`src/rtl/serial_port_defines.vh`:
```
`ifndef SERIAL_PORT_DEFINES_VH
`define SERIAL_PORT_DEFINES_VH

// register indices on the processor register port
`define REG_CONTROL_ONE   3'h0
`define REG_CONTROL_TWO   3'h1
`define REG_RATE_SELECT   3'h2
`define REG_STATUS        3'h3
`define REG_SHIFT_DATA    3'h5
`define REG_PORT_DATA     3'h6
`define REG_PORT_DIR      3'h7

// control one fields
`define C1_IRQ_ENABLE     7
`define C1_SYSTEM_ENABLE  6
`define C1_OPEN_DRAIN     5
`define C1_MASTER_SELECT  4
`define C1_CLOCK_POLARITY 3
`define C1_CLOCK_PHASE    2
`define C1_SELECT_OUT_EN  1
`define C1_LOW_BIT_FIRST  0

// control two fields
`define C2_PULLUP_ENABLE  3
`define C2_REDUCED_DRIVE  2
`define C2_PIN_CONFIG     0
`define C2_WRITE_MASK     8'h0d

// status fields
`define ST_TRANSFER_DONE  7
`define ST_WRITE_COLL     6
`define ST_MODE_FAULT     4

// port bit positions inside the four-pin group
`define PIN_MISO          0
`define PIN_MOSI          1
`define PIN_SCK           2
`define PIN_SELECT        3

// reset values
`define RST_CONTROL_ONE   8'h04
`define RST_CONTROL_TWO   8'h00
`define RST_RATE_SELECT   3'h0
`define RST_PORT_DIR      4'h0
`define RST_PORT_DATA     4'h0

// index of the last of the 16 serial clock edges of a byte
`define LAST_EDGE         4'hf

`endif

```
`src/rtl/rate_divider.v`:
```
`timescale 1ns/1ns
`default_nettype none

module rate_divider (
  input  wire       clk,
  input  wire       reset_n,
  input  wire       run,
  input  wire [2:0] rate,
  output reg        tick
);

  reg  [6:0] count;
  wire [6:0] limit;

  // half a serial clock period, in processor clocks, minus one
  function [6:0] half_limit;
    input [2:0] r;
    begin
      half_limit = 7'h7f >> (3'h7 - r);
    end
  endfunction

  assign limit = half_limit(rate);

  always @(posedge clk or negedge reset_n) begin
    if (!reset_n) begin
      count <= 7'h00;
      tick  <= 1'b0;
    end else if (!run) begin
      count <= 7'h00;
      tick  <= 1'b0;
    end else if (count >= limit) begin
      count <= 7'h00;
      tick  <= 1'b1;
    end else begin
      count <= count + 7'h01;
      tick  <= 1'b0;
    end
  end

endmodule // rate_divider

`default_nettype wire

```
`src/rtl/shift_ring.v`:
```
`timescale 1ns/1ns
`default_nettype none

module shift_ring #(
  parameter WIDTH = 8
) (
  input  wire             clk,
  input  wire             reset_n,
  input  wire             clear,
  input  wire             load,
  input  wire [WIDTH-1:0] load_data,
  input  wire             sample,
  input  wire             shift,
  input  wire             low_bit_first,
  input  wire             serial_in,
  output reg  [WIDTH-1:0] data,
  output wire             serial_out
);

  reg  held_bit;
  wire in_bit;

  // a shift that coincides with a sample takes the live input
  assign in_bit     = sample ? serial_in : held_bit;
  assign serial_out = low_bit_first ? data[0] : data[WIDTH-1];

  always @(posedge clk or negedge reset_n) begin
    if (!reset_n) begin
      data     <= {WIDTH{1'b0}};
      held_bit <= 1'b0;
    end else begin
      if (clear) begin
        held_bit <= 1'b0;
      end else if (sample) begin
        held_bit <= serial_in;
      end
      if (load) begin
        data <= load_data;
      end else if (shift) begin
        if (low_bit_first) begin
          data <= {in_bit, data[WIDTH-1:1]};
        end else begin
          data <= {data[WIDTH-2:0], in_bit};
        end
      end
    end
  end

endmodule // shift_ring

`default_nettype wire

```
`src/rtl/sync_serial_master_slave_port.v`:
```
`timescale 1ns/1ns
`default_nettype none
`include "serial_port_defines.vh"

module sync_serial_master_slave_port (
  input  wire       clk,
  input  wire       reset_n,
  input  wire [2:0] reg_addr,
  input  wire       reg_write,
  input  wire       reg_read,
  input  wire [7:0] reg_wdata,
  output reg  [7:0] reg_rdata,
  output wire       irq,
  input  wire [3:0] pin_in,
  output reg  [3:0] pin_out,
  output reg  [3:0] pin_oe,
  output wire [3:0] pin_pullup,
  output wire       reduced_drive
);

  reg  [7:0] control_one;
  reg  [7:0] control_two;
  reg  [2:0] rate_select;
  reg  [3:0] port_dir;
  reg  [3:0] port_data;
  reg  [7:0] read_buffer;
  reg        transfer_done_flag;
  reg        write_collision_flag;
  reg        mode_fault_flag;
  reg        done_armed;
  reg        coll_armed;
  reg        fault_armed;
  reg        master_busy;
  reg        sck_level;
  reg        sck_prev;
  reg  [3:0] edge_count;
  reg        finish;
  reg        finish_q;
  reg  [3:0] drive_val;
  reg  [3:0] drive_en;
  reg  [7:0] next_rdata;

  wire       tick;
  wire [7:0] ring_data;
  wire       ring_out;

  wire irq_enable           = control_one[`C1_IRQ_ENABLE];
  wire system_enable        = control_one[`C1_SYSTEM_ENABLE] & ~mode_fault_flag;
  wire open_drain_select    = control_one[`C1_OPEN_DRAIN];
  wire master_select        = control_one[`C1_MASTER_SELECT];
  wire clock_polarity       = control_one[`C1_CLOCK_POLARITY];
  wire clock_phase          = control_one[`C1_CLOCK_PHASE];
  wire select_output_enable = control_one[`C1_SELECT_OUT_EN];
  wire low_bit_first        = control_one[`C1_LOW_BIT_FIRST];
  wire pin_config_bit       = control_two[`C2_PIN_CONFIG];
  wire pullup_enable        = control_two[`C2_PULLUP_ENABLE];
  wire select_pin_direction = port_dir[`PIN_SELECT];

  wire is_master = system_enable & master_select;
  wire is_slave  = system_enable & ~master_select;
  wire select_in = pin_in[`PIN_SELECT];
  wire sck_in    = pin_in[`PIN_SCK];

  // register port decode
  wire wr_ctrl1  = reg_write & (reg_addr == `REG_CONTROL_ONE);
  wire wr_ctrl2  = reg_write & (reg_addr == `REG_CONTROL_TWO);
  wire wr_rate   = reg_write & (reg_addr == `REG_RATE_SELECT);
  wire wr_data   = reg_write & (reg_addr == `REG_SHIFT_DATA);
  wire wr_port   = reg_write & (reg_addr == `REG_PORT_DATA);
  wire wr_dir    = reg_write & (reg_addr == `REG_PORT_DIR);
  wire rd_status = reg_read & (reg_addr == `REG_STATUS);
  wire data_acc  = (reg_read | reg_write) & (reg_addr == `REG_SHIFT_DATA);

  // slave transfer is live while selected
  wire slave_active = is_slave & ~select_in;
  // the byte still settles in the two clocks after the last serial edge
  wire busy         = master_busy | slave_active | finish | finish_q;
  wire start        = wr_data & ~busy & is_master;

  // a serial clock edge: generated as master, observed as slave
  wire slave_edge = slave_active & (sck_in != sck_prev);
  wire serial_edge = (master_busy & tick) | slave_edge;
  wire sample_edge = serial_edge & (edge_count[0] == clock_phase);
  // in phase 1 the last sample edge only captures; the ring moves one clock later,
  // so the outgoing bit still stands while the partner samples it
  wire shift_edge  = (serial_edge & (clock_phase ?
                     (~edge_count[0] & (edge_count != 4'h0)) :
                     edge_count[0])) | (finish & clock_phase);
  wire last_edge   = serial_edge & (edge_count == `LAST_EDGE);

  // the fault only watches a select pin dedicated as input
  wire fault_event = is_master & ~select_pin_direction & ~select_in;

  wire serial_in = master_select ? (pin_config_bit ? pin_in[`PIN_MOSI] : pin_in[`PIN_MISO]) :
                                   (pin_config_bit ? pin_in[`PIN_MISO] : pin_in[`PIN_MOSI]);

  rate_divider u_rate_divider (
    .clk     (clk),
    .reset_n (reset_n),
    .run     (master_busy),
    .rate    (rate_select),
    .tick    (tick)
  );

  shift_ring #(
    .WIDTH (8)
  ) u_shift_ring (
    .clk           (clk),
    .reset_n       (reset_n),
    .clear         (~system_enable),
    .load          (wr_data & ~busy),
    .load_data     (reg_wdata),
    .sample        (sample_edge),
    .shift         (shift_edge),
    .low_bit_first (low_bit_first),
    .serial_in     (serial_in),
    .data          (ring_data),
    .serial_out    (ring_out)
  );

  // configuration registers
  always @(posedge clk or negedge reset_n) begin
    if (!reset_n) begin
      control_one <= `RST_CONTROL_ONE;
      control_two <= `RST_CONTROL_TWO;
      rate_select <= `RST_RATE_SELECT;
      port_dir    <= `RST_PORT_DIR;
      port_data   <= `RST_PORT_DATA;
    end else begin
      if (wr_ctrl1) begin
        control_one <= reg_wdata;
      end
      if (wr_ctrl2) begin
        control_two <= reg_wdata & `C2_WRITE_MASK;
      end
      if (wr_rate) begin
        rate_select <= reg_wdata[2:0];
      end
      if (wr_dir) begin
        port_dir <= reg_wdata[7:4];
      end
      if (wr_port) begin
        port_data <= reg_wdata[7:4];
      end
    end
  end

  // transfer sequencing
  always @(posedge clk or negedge reset_n) begin
    if (!reset_n) begin
      master_busy <= 1'b0;
      sck_level   <= 1'b0;
      sck_prev    <= 1'b0;
      edge_count  <= 4'h0;
      finish      <= 1'b0;
      finish_q    <= 1'b0;
      read_buffer <= 8'h00;
    end else begin
      sck_prev <= sck_in;
      finish   <= last_edge;
      finish_q <= finish;
      // taken after the delayed phase 1 shift has landed
      if (finish_q) begin
        read_buffer <= ring_data;
      end
      if (!system_enable) begin
        master_busy <= 1'b0;
        sck_level   <= clock_polarity;
        edge_count  <= 4'h0;
      end else if (start) begin
        master_busy <= 1'b1;
        sck_level   <= clock_polarity;
        edge_count  <= 4'h0;
      end else if (master_busy) begin
        if (tick) begin
          sck_level  <= ~sck_level;
          edge_count <= edge_count + 4'h1;
          if (last_edge) begin
            master_busy <= 1'b0;
          end
        end
      end else if (is_slave) begin
        sck_level <= clock_polarity;
        if (select_in) begin
          edge_count <= 4'h0;
        end else if (slave_edge) begin
          edge_count <= edge_count + 4'h1;
        end
      end else begin
        sck_level <= clock_polarity;
      end
    end
  end

  // status flags: setting wins over a clear in the same cycle
  always @(posedge clk or negedge reset_n) begin
    if (!reset_n) begin
      transfer_done_flag   <= 1'b0;
      write_collision_flag <= 1'b0;
      mode_fault_flag      <= 1'b0;
      done_armed           <= 1'b0;
      coll_armed           <= 1'b0;
      fault_armed          <= 1'b0;
    end else begin
      if (rd_status) begin
        done_armed  <= transfer_done_flag;
        coll_armed  <= write_collision_flag;
        fault_armed <= mode_fault_flag;
      end
      if (finish_q) begin
        transfer_done_flag <= 1'b1;
      end else if (data_acc & done_armed) begin
        transfer_done_flag <= 1'b0;
        done_armed         <= 1'b0;
      end
      if (wr_data & busy) begin
        write_collision_flag <= 1'b1;
      end else if (data_acc & coll_armed) begin
        write_collision_flag <= 1'b0;
        coll_armed           <= 1'b0;
      end
      if (fault_event) begin
        mode_fault_flag <= 1'b1;
      end else if (wr_ctrl1 & fault_armed) begin
        mode_fault_flag <= 1'b0;
        fault_armed     <= 1'b0;
      end
    end
  end

  assign irq = irq_enable & (transfer_done_flag | mode_fault_flag);

  // register read data
  always @* begin
    next_rdata = 8'h00;
    case (reg_addr)
      `REG_CONTROL_ONE: begin
        next_rdata = control_one;
        next_rdata[`C1_SYSTEM_ENABLE] = system_enable;
      end
      `REG_CONTROL_TWO: begin
        next_rdata = control_two;
      end
      `REG_RATE_SELECT: begin
        next_rdata = {5'h00, rate_select};
      end
      `REG_STATUS: begin
        next_rdata[`ST_TRANSFER_DONE] = transfer_done_flag;
        next_rdata[`ST_WRITE_COLL]    = write_collision_flag;
        next_rdata[`ST_MODE_FAULT]    = mode_fault_flag;
      end
      `REG_SHIFT_DATA: begin
        next_rdata = read_buffer;
      end
      `REG_PORT_DATA: begin
        next_rdata = {pin_in, 4'h0};
      end
      `REG_PORT_DIR: begin
        next_rdata = {port_dir, 4'h0};
      end
      default: begin
        next_rdata = 8'h00;
      end
    endcase
  end

  always @(posedge clk or negedge reset_n) begin
    if (!reset_n) begin
      reg_rdata <= 8'h00;
    end else if (reg_read) begin
      reg_rdata <= next_rdata;
    end
  end

  // pin roles: general purpose unless the serial function claims a pin
  always @* begin
    drive_val = port_data;
    drive_en  = port_dir;
    if (system_enable) begin
      if (master_select) begin
        drive_val[`PIN_SCK] = sck_level;
        drive_en[`PIN_SCK]  = port_dir[`PIN_SCK];
        drive_val[`PIN_MOSI] = ring_out;
        drive_en[`PIN_MOSI]  = port_dir[`PIN_MOSI];
        if (!pin_config_bit) begin
          drive_en[`PIN_MISO] = 1'b0;
        end
        if (select_pin_direction & select_output_enable) begin
          // held low one clock past the last edge so the slave still sees it selected
          drive_val[`PIN_SELECT] = ~(master_busy | finish);
          drive_en[`PIN_SELECT]  = 1'b1;
        end else if (!select_pin_direction) begin
          drive_en[`PIN_SELECT] = 1'b0;
        end
      end else begin
        drive_en[`PIN_SCK]    = 1'b0;
        drive_en[`PIN_SELECT] = 1'b0;
        drive_val[`PIN_MISO]  = ring_out;
        drive_en[`PIN_MISO]   = port_dir[`PIN_MISO] & ~select_in;
        if (!pin_config_bit) begin
          drive_en[`PIN_MOSI] = 1'b0;
        end
      end
    end
  end

  // wired-or: a driven high is released to the pull-up instead
  always @* begin
    pin_out = drive_val;
    pin_oe  = drive_en & ~({4{open_drain_select}} & drive_val);
  end

  assign pin_pullup    = {4{pullup_enable}} & ~drive_en;
  assign reduced_drive = control_two[`C2_REDUCED_DRIVE];

  // bidirectional mode reads the shared pin back through serial_in
  // and leaves the other data pin to general purpose use

endmodule // sync_serial_master_slave_port

`default_nettype wire

```
`config.mk`:
```
export PLATFORM = sky130hd
export DESIGN_NAME = sync_serial_master_slave_port
export DESIGN_NICKNAME = d
export VERILOG_FILES = /design/src/rtl/rate_divider.v /design/src/rtl/shift_ring.v /design/src/rtl/sync_serial_master_slave_port.v
export VERILOG_INCLUDE_DIRS = /design/src /design/src/rtl
export SDC_FILE = /design/constraint.sdc
export NUM_CORES = 1
export LEC_CHECK = 0
export BUFFER_PORTS_ARGS = -buffer_cell sky130_fd_sc_hd__buf_4
export CAP_MARGIN = 20
export CORE_ASPECT_RATIO = 0.5
export CORE_MARGIN = 4
export CORE_UTILIZATION = 59
export DETAILED_ROUTE_END_ITERATION = 12
export PLACE_DENSITY = 0.88
export SKIP_LAST_GASP = 1
export SLEW_MARGIN = 20
export SYNTH_ARGS = -nofsm -noshare
export SYNTH_HDL_FRONTEND = slang
export SYNTH_HIERARCHICAL = 1
export SYNTH_SLANG_ARGS = --single-unit
```
`constraint.sdc`:
```
create_clock -name clk -period 2.55 [get_ports clk]
set_clock_uncertainty 0.05 [all_clocks]
set_input_delay 0.51 -clock clk [delete_from_list [all_inputs] [get_ports clk]]
set_output_delay 0.51 -clock clk [all_outputs]
set_load 0.01 [all_outputs]
```
==> results of run 1 <==
-- routing by layer --
layer	up-vias	global-route usage, %	part of all wire, %
li1	1374	-	-
met4	0	7.81	1.5
met1	1476	35.6	43
met2	135	40.8	48
met5	-	0	0
met3	19	8.60	7.7
-- cell families after synthesis --
family	share of synthesized area (%)
buf+inv	3.67
simple gates	14.2
xor+xnor	2.03
flops	45.1
mux	15.8
compound gates	16.0
fa+ha+maj	3.22
-- cell type report --
type | count | share of cell area [%]
Tap cell | 88 | 2.43
Inverter | 11 | 0.968
Sequential cell | 70 | 38.8
Clock buffer | 10 | 5.06
Clock inverter | 5 | 0.609
Multi-Input combinational cell | 252 | 44.3
Timing Repair Buffer | 47 | 7.80
-- metrics by stage --
stage	cell area, µm²	setup TNS [ns]	hold WS [ns]
global placement	4260	0	0.393
detailed placement	4260	0	0.399
floorplan	3880	0	0.164
finish	4520	0	0.240
global route	4520	-0.0408	0.245
CTS	4510	0	0.244
-- flip-flops by register name, indices dropped and copies added, names as in the netlist --
| name | count |
|---|---|
| control_one | 8 |
| fault_armed | 1 |
| port_data | 4 |
| u_shift_ring/data | 8 |
| sck_prev | 1 |
| port_dir | 4 |
| master_busy | 1 |
| coll_armed | 1 |
| finish | 1 |
| transfer_done_flag | 1 |
| reg_rdata | 8 |
| u_rate_divider/count | 7 |
| finish_q | 1 |
| edge_count | 4 |
| u_shift_ring/held_bit | 1 |
| u_rate_divider/tick | 1 |
| write_collision_flag | 1 |
| done_armed | 1 |
| sck_level | 1 |
| control_two | 3 |
| read_buffer | 8 |
| mode_fault_flag | 1 |
| rate_select | 3 |
-- timing repair --
item,4_1_cts,5_1_grt
buffers inserted,0,0
gates resized for setup,1,3
setup endpoints to repair,2,4
pin swaps,0,0
-- Yosys cell counts, types with 10 or more instances --
master   count  area (µm²)
nor2_1      27         101
a21oi_1     15        75.1
dfrtp_1     69        1730
mux2i_1     14         140
nand2_1     19        71.3
mux2_2      40         450
nand3_1     10        50.1
inv_1       10        37.5
ha_1        10         125
-- worst paths after layout --
check / endpoint / cells after the start
max in group asynchronous: mode_fault_flag / 1
setup reg to reg: u_shift_ring/data[3] / 8
setup / recovery: pin_oe[2] / 6
hold reg to reg: finish_q / 0
hold / removal: control_one[3] / 1
min in group clk: sck_prev / 1
-- power by group --
part,total [mW],internal [mW],switching (mW)
clock,1.10,0.644,0.451
sequential,1.53,1.31,0.222
combinational,1.04,0.514,0.529
-- worst register-to-register path, stage by stage, from the launching register on --
cell	delay, ns
dfrtp_1	0.48
nor2_1	0.31
a32oi_1	0.24
a211oi_1	0.29
o31a_1	0.22
buf_4	0.24
nor2_1	0.07
a211oi_1	0.21
a21o_1	0.12
==> impl_metrics.yaml, run 1 <==
sta:
  slew_headroom_pct: 42.4
  drv_slew: 0
  rsz0062_at_grt: "yes"
  worstMarginPinSlew_ns: 0.864
  fmax_mhz: 401
  fin_crit_sh_pct: 97.7
  hold_viol: 0
  fin_crit_ns: 2.49
  fin_ws_ns: 0.0588
  finalSetupViolCount: 0
place:
  hpwlAfterDp_um: 6990
  port_buffers: 40
  pre_cts_slack_ns: 0.204
  placedCellCount: 468
  gp_congestion: 0.911
synthesis:
  synthArstFlopShare_pct: 100
  synth_edf_count: 0
  avgSynthCellArea_um2: 11.1
  synth.lib_cells_used.distinct: 59
  synth_nets: 379
  ys_seq_elements: 70
  syn-cell-area_um2: 3880
  yosysWarnings: 6
  synthFlopType: "dfrtp_1"
  synth_seq_area_share_pct: 45.1
  netlist_instances: 350
clocking:
  clockRootBuffer: "clkbuf_16"
  cts_made_buffers: 9
  clk_pin_slew_worst_paths_ns: 0.06
  cts_tree: "built"
  clkLatencyLatePin_ns: 0.34
  htreeDepth: 3
  clockBufferDepth: 2
  cts_sinks: 70
  hold_buffers: 0
final_layout:
  fill_cells: 398
  final_core_util_pct: 72.6
  final_cell_mix: "dfrtp_1, buf_4, mux2_2, nor2_1, nand2_1"
  multi_input_area_um2: 2010
  antenna_cells: 0
  layout-drive-gt1-share_pct: 32.4
  regArea_um2: 1750
  fin_nets: 420
  final_common_cell: "dfrtp_1"
  fin_cells: 483
  syn_to_final_growth_pct: 16.4
routing:
  finalWirelength_um: 9610
  drt_first_iter_violations: 358
  vias: 3004
  drtAntennaViolNets: 0
  drc: 0
  via_per_inst: 6.22
  wl_per_cell_um: 19.9
  firstDrtPassIters: 5
critical_path:
  crit_buf_inv: 2
  cpMaxStageDelayCell: "dfrtp_1"
  reg2reg_slack_ns: 0.27
  critPathMaxFanout: 7
  criticalPathCategory: "flip-flop to output port"
  crit_path_start_kind: "flip-flop"
  path_cells: "nor2b_2 -> buf_4 -> nand2_1 -> mux2_2 -> a21oi_2 -> buf_4"
  cp-startpoint: "control_one[6]"
  cp_top_family: "flip-flops"
  critPathCaptureType: "output port"
  cp_slowest_stage_delay_ns: 0.40
  r2r-start: "control_one[4]"
  cp_data_arrival_time_ns: 1.93
  crit_top_cell: "buf_4"
  crit_required_ns: 1.99
pwr:
  design_power_total_mw: 3.67
  leakagePower_nw: 2.03
  power_per_cell_area_nw_per_um2: 811
  ir_drop_mv: 0.545
status:
  status: "finished clean"
die:
  die_x_um: 123
  die_h_um: 65.4
  start_util_pct: 62.3
  fp.dieArea_um2: 8030
  core_area_um2: 6230
  ioPinCount: 41
  rows: 20
min_path:
  hp-class: "input pin to asynchronous set/reset pin"
run:
  cap_violations: 0
global_route:
  grt_pass1_vias: 2955
  antenna_found_initial: 0
  gr-total-overflow: 0
  grt_util_all_layers_pct: 26.4
  grt_first_pass_wirelength_um: 15800
  grt_max_degree: 71
Note: power is estimated with default switching activity, not from simulation.
==> run 2, diff against run 1 <==
--- a/constraint.sdc
+++ b/constraint.sdc
@@ -3,3 +3,3 @@
 set_input_delay 0.51 -clock clk [delete_from_list [all_inputs] [get_ports clk]]
 set_output_delay 0.51 -clock clk [all_outputs]
-set_load 0.01 [all_outputs]
+set_load 0.02 [all_outputs]
==> run 2 against run 1 <==
Net effect: design area grew 1.6%; sequential power is essentially flat; power grew 9.1%; routed wire length grew 3.0%; first-iteration DRC count shrank 14%; via count grew 3.3%; critical endpoint is now pin_oe[1]; largest cell class unchanged; flip-flop and latch count is the same; combinational power grew 9%; sequential share of layout area shrank 0.64 points.
==> impl_metrics.yaml, run 2 (same netlist as run 1, synthesis figures left out) <==
critical_path:
  criticalPathCategory: "flip-flop to output port"
  critPathCaptureType: "output port"
  cp_data_arrival_time_ns: 1.95
  rr_endpoint: "u_shift_ring/data[3]"
  cp-startpoint: "control_one[4]"
  reg2reg_depth: 8
  crit_required_ns: 1.99
  r2r-start: "control_one[4]"
  critPathMaxFanout: 8
  crit_path_start_kind: "flip-flop"
  reg2reg_slack_ns: 0.14
pwr:
  ir_drop_mv: 0.625
  leakagePower_nw: 2.07
  design_power_total_mw: 4.00
  power_per_cell_area_nw_per_um2: 871
final_layout:
  syn_to_final_growth_pct: 18.3
  antenna_cells: 0
  fin_nets: 422
  design_area_um2: 4600
  final_common_cell: "dfrtp_1"
  layout-drive-gt1-share_pct: 32.4
  final_cell_mix: "dfrtp_1, buf_4, mux2_2, nor2_1, nand2_1"
place:
  dpl_cell_area_um2: 4260
  gp_congestion: 0.908
  hpwlAfterDp_um: 7060
  port_buffers: 40
  pre_cts_slack_ns: 0.154
routing:
  drt_first_iter_violations: 308
  via_per_inst: 6.38
  firstDrtPassIters: 5
  wl_per_cell_um: 20.3
  drc: 0
  vias: 3103
  drtAntennaViolNets: 0
  finalWirelength_um: 9890
sta:
  fmax_mhz: 399
  fin_crit_ns: 2.51
  finalSetupViolCount: 0
  drv_slew: 0
  slew_headroom_pct: 42.1
  rsz0062_at_grt: "no"
  fin_crit_sh_pct: 98.2
  whs_ns: 0.236
  setup_tns_ns: 0
  fin_ws_ns: 0.0447
  hold_viol: 0
  worstMarginPinSlew_ns: 0.869
global_route:
  grt_max_degree: 71
  grt_first_pass_wirelength_um: 16200
  grt_util_all_layers_pct: 27.0
  gr-total-overflow: 0
  grt_pass1_vias: 3124
  antenna_found_initial: 0
clocking:
  cts_made_buffers: 9
  clockBufferDepth: 2
  cts_tree: "built"
  hold_buffers: 0
  clk_pin_slew_worst_paths_ns: 0.06
  clockRootBuffer: "clkbuf_16"
  clkLatencyLatePin_ns: 0.34
  htreeDepth: 3
  cts_sinks: 70
die:
  die_h_um: 65.4
  start_util_pct: 62.3
  core_area_um2: 6230
  fp.dieArea_um2: 8030
  ioPinCount: 41
  die_x_um: 123
  rows: 20
run:
  cap_violations: 0
status:
  status: "finished clean"
min_path:
  hp-class: "input pin to asynchronous set/reset pin"
-- run 2: cell count changes in the layout (fill, tap and decap cells not counted), sizes merged --
cell / before / now
clkinv: 4 / 3
bufinv: 0 / 2
buf: 47 / 49
-- run 2: power by group --
part | total, mW | switching [mW] | internal [mW]
combinational | 1.13 | 0.597 | 0.530
clock | 1.34 | 0.486 | 0.854
sequential | 1.54 | 0.231 | 1.31
total | 4.00 | 1.31 | 2.69
-- run 2: layout make-up --
cell class              count  area, µm²
clock buffers              10        229
clock inverters             6       86.3
fillers                   418       1640
inverters                  11       43.8
multi-input cells         252       2010
flip-flops and latches     70       1750
well taps                  88        110
repair buffers             49        368
-- run 2: worst max path at each step --
stage,end,slack [ns]
after CTS,pin_pullup[1],0.03
final,pin_oe[1],0.04
after floorplan,pin_oe[1],0.43
after global routing,pin_pullup[0],0.01
after global placement,pin_pullup[0],0.23
after detailed placement,u_shift_ring/data[3],0.15
-- run 2: repair_timing --
action | 4_1_cts | 5_1_grt
setup buffers | 0 | 1
gates resized for setup | 2 | 1
endpoints found under the setup margin | 5 | 4
-- run 2: metrics by stage --
step / instances / utilization [%]
after floorplan: 350 / -
final: 486 / 73.8
after global routing: 486 / 73.8
after CTS: 485 / 73.6
after detailed placement: 469 / 68.4
after global placement: 469 / 68.4
-- run 2: metal layers --
layer | track usage [%] | up-vias | part of all wire [%]
met4 | 12.6 | 0 | 3.3
li1 | - | 1379 | -
met5 | 0 | - | 0
met3 | 8.86 | 39 | 6.9
met1 | 34.4 | 1551 | 42
met2 | 42.1 | 134 | 47
-- run 2: critical path, cell delays in order, from the launching register on --
cell and delay, ns:
dfrtp_1 0.49, buf_4 0.22, nand2_1 0.14, mux2_2 0.38
a21oi_1 0.20, buf_4 0.18
==> run 3, diff against run 2 <==
- BUFFER_PORTS_ARGS: -buffer_cell sky130_fd_sc_hd__buf_4 -> default
- CORE_UTILIZATION: 59 -> 64
- DONT_BUFFER_PORTS: default -> 1
- SLEW_MARGIN: 20 -> default
==> run 3 against run 2 <==
Net effect: die area decreased by 7.1%; first-iteration DRC count increased by 7.1%; critical endpoint unchanged; largest cell class unchanged; utilization increased by 2.8 points; final cell count decreased by 10%; clock power about the same; critical path type unchanged; routed wire length decreased by 1.4%; sequential power about the same.
==> impl_metrics.yaml, run 3 (same netlist as run 1, synthesis figures left out) <==
status:
  status: "finished clean"
critical_path:
  critPathCaptureType: "output port"
  cp_data_arrival_time_ns: 1.89
  crit_top_cell: "buf_4"
  critPathMaxFanout: 8
  cp_slowest_stage_delay_ns: 0.41
  crit_path_start_kind: "flip-flop"
  r2r-start: "control_one[4]"
  crit_required_ns: 1.99
  path_cells: "nor2b_2 -> buf_4 -> nand2_1 -> mux2_2 -> a21oi_1 -> buf_4"
  cpMaxStageDelayCell: "dfrtp_1"
  criticalPathCategory: "flip-flop to output port"
  cp-startpoint: "control_one[6]"
pwr:
  ir_drop_mv: 0.725
  power_per_cell_area_nw_per_um2: 891
  leakagePower_nw: 1.92
global_route:
  grt_pass1_vias: 2998
  grt_util_all_layers_pct: 28.3
  grt_max_degree: 71
  antenna_found_initial: 0
  gr-total-overflow: 0
  grt_first_pass_wirelength_um: 16100
sta:
  hold_viol: 0
  slew_headroom_pct: 63.6
  fmax_mhz: 407
  drv_slew: 0
  rsz0062_at_grt: "yes"
  setup_tns_ns: 0
  finalSetupViolCount: 0
  fin_crit_sh_pct: 96.3
  whs_ns: 0.000952
  worstMarginPinSlew_ns: 0.542
  fin_crit_ns: 2.45
place:
  hpwlAfterDp_um: 6740
  gp_congestion: 0.855
  dpl_cell_area_um2: 3990
  port_buffers: 0
  placedCellCount: 420
routing:
  wl_per_cell_um: 22.3
  vias: 3002
  drc: 0
  drtAntennaViolNets: 0
  drt_first_iter_violations: 330
  finalWirelength_um: 9750
  via_per_inst: 6.87
  firstDrtPassIters: 5
die:
  die_h_um: 63.1
  core_area_um2: 5680
  ioPinCount: 41
  rows: 19
  fp.dieArea_um2: 7460
  start_util_pct: 68.4
  die_x_um: 118
final_layout:
  layout-drive-gt1-share_pct: 26.6
  fin_cells: 437
  final_cell_mix: "dfrtp_1, mux2_2, nor2_1, nand2_1, a21oi_1"
  fin_nets: 388
  syn_to_final_growth_pct: 11.9
  design_area_um2: 4350
  final_common_cell: "dfrtp_1"
  antenna_cells: 0
clocking:
  cts_made_buffers: 9
  cts_sinks: 70
  cts_tree: "built"
  htreeDepth: 3
  clockRootBuffer: "clkbuf_16"
  clockBufferDepth: 2
  clkLatencyLatePin_ns: 0.34
  clk_pin_slew_worst_paths_ns: 0.06
  post_cts_buffers: 0
run:
  cap_violations: 0
min_path:
  hp-class: "input pin to asynchronous set/reset pin"
==> run 3: per-layer routing <==
layer | wire [µm] | vias to the layer above | track usage, %
met5 | 0 | - | 0
met4 | 306 | 0 | 10.8
met3 | 982 | 34 | 8.31
met2 | 4730 | 167 | 46.2
met1 | 3730 | 1487 | 36.0
li1 | - | 1314 | -
==> run 3: stage by stage <==
stage / util, % / worst slack [ns] / total power [mW]
2_1_floorplan: - / 0.432 / 2.23
3_5_place_dp: 70.2 / 0.247 / 2.48
6_report: 76.5 / 0.0951 / 3.88
4_1_cts: 76.4 / 0.0286 / 3.87
5_1_grt: 76.5 / -0.0198 / 4.07
3_3_place_gp: 70.2 / 0.451 / 2.41
==> run 3: critical path: cells and delay by family, from the launching register on <==
| family | cells | cell delay [ns] |
|---|---|---|
| flops | 1 | 0.41 |
| mux | 1 | 0.36 |
| buf+inv | 2 | 0.33 |
| simple gates | 2 | 0.29 |
| compound gates | 1 | 0.16 |
==> run 3: final timing paths <==
kind                            cells after the start                       to  slack, ns
worst min-delay path                                1  u_rate_divider/count[6]      0.001
min in group clk                                    0                 sck_prev       0.15
worst max register to register                      8     u_shift_ring/data[7]       0.18
max in group asynchronous                           1           control_one[2]       2.13
worst max-delay path                                6                pin_oe[1]        0.1
worst min register to register                      0                 finish_q       0.40
==> run 3: layout make-up <==
| class | instances | area [µm²] |
|---|---|---|
| clock buffer | 11 | 243 |
| tap | 73 | 91.3 |
| clock inverter | 5 | 82.6 |
| sequential | 70 | 1760 |
| multi-input combinational | 252 | 2000 |
| fill | 315 | 1330 |
| timing repair buffer | 15 | 133 |
| inverter | 11 | 43.8 |
==> run 3: what timing repair did <==
action | 4_1_cts | 5_1_grt
endpoints found under the hold margin | 70 | 0
resized for setup | 0 | 4
setup endpoints to repair | 0 | 4
hold buffers | 1 | 0
==> run 3: report_power, final <==
group	switching (mW)	total (mW)	internal [mW]
Sequential	0.249	1.56	1.31
Clock	0.464	1.35	0.884
Combinational	0.520	0.971	0.450
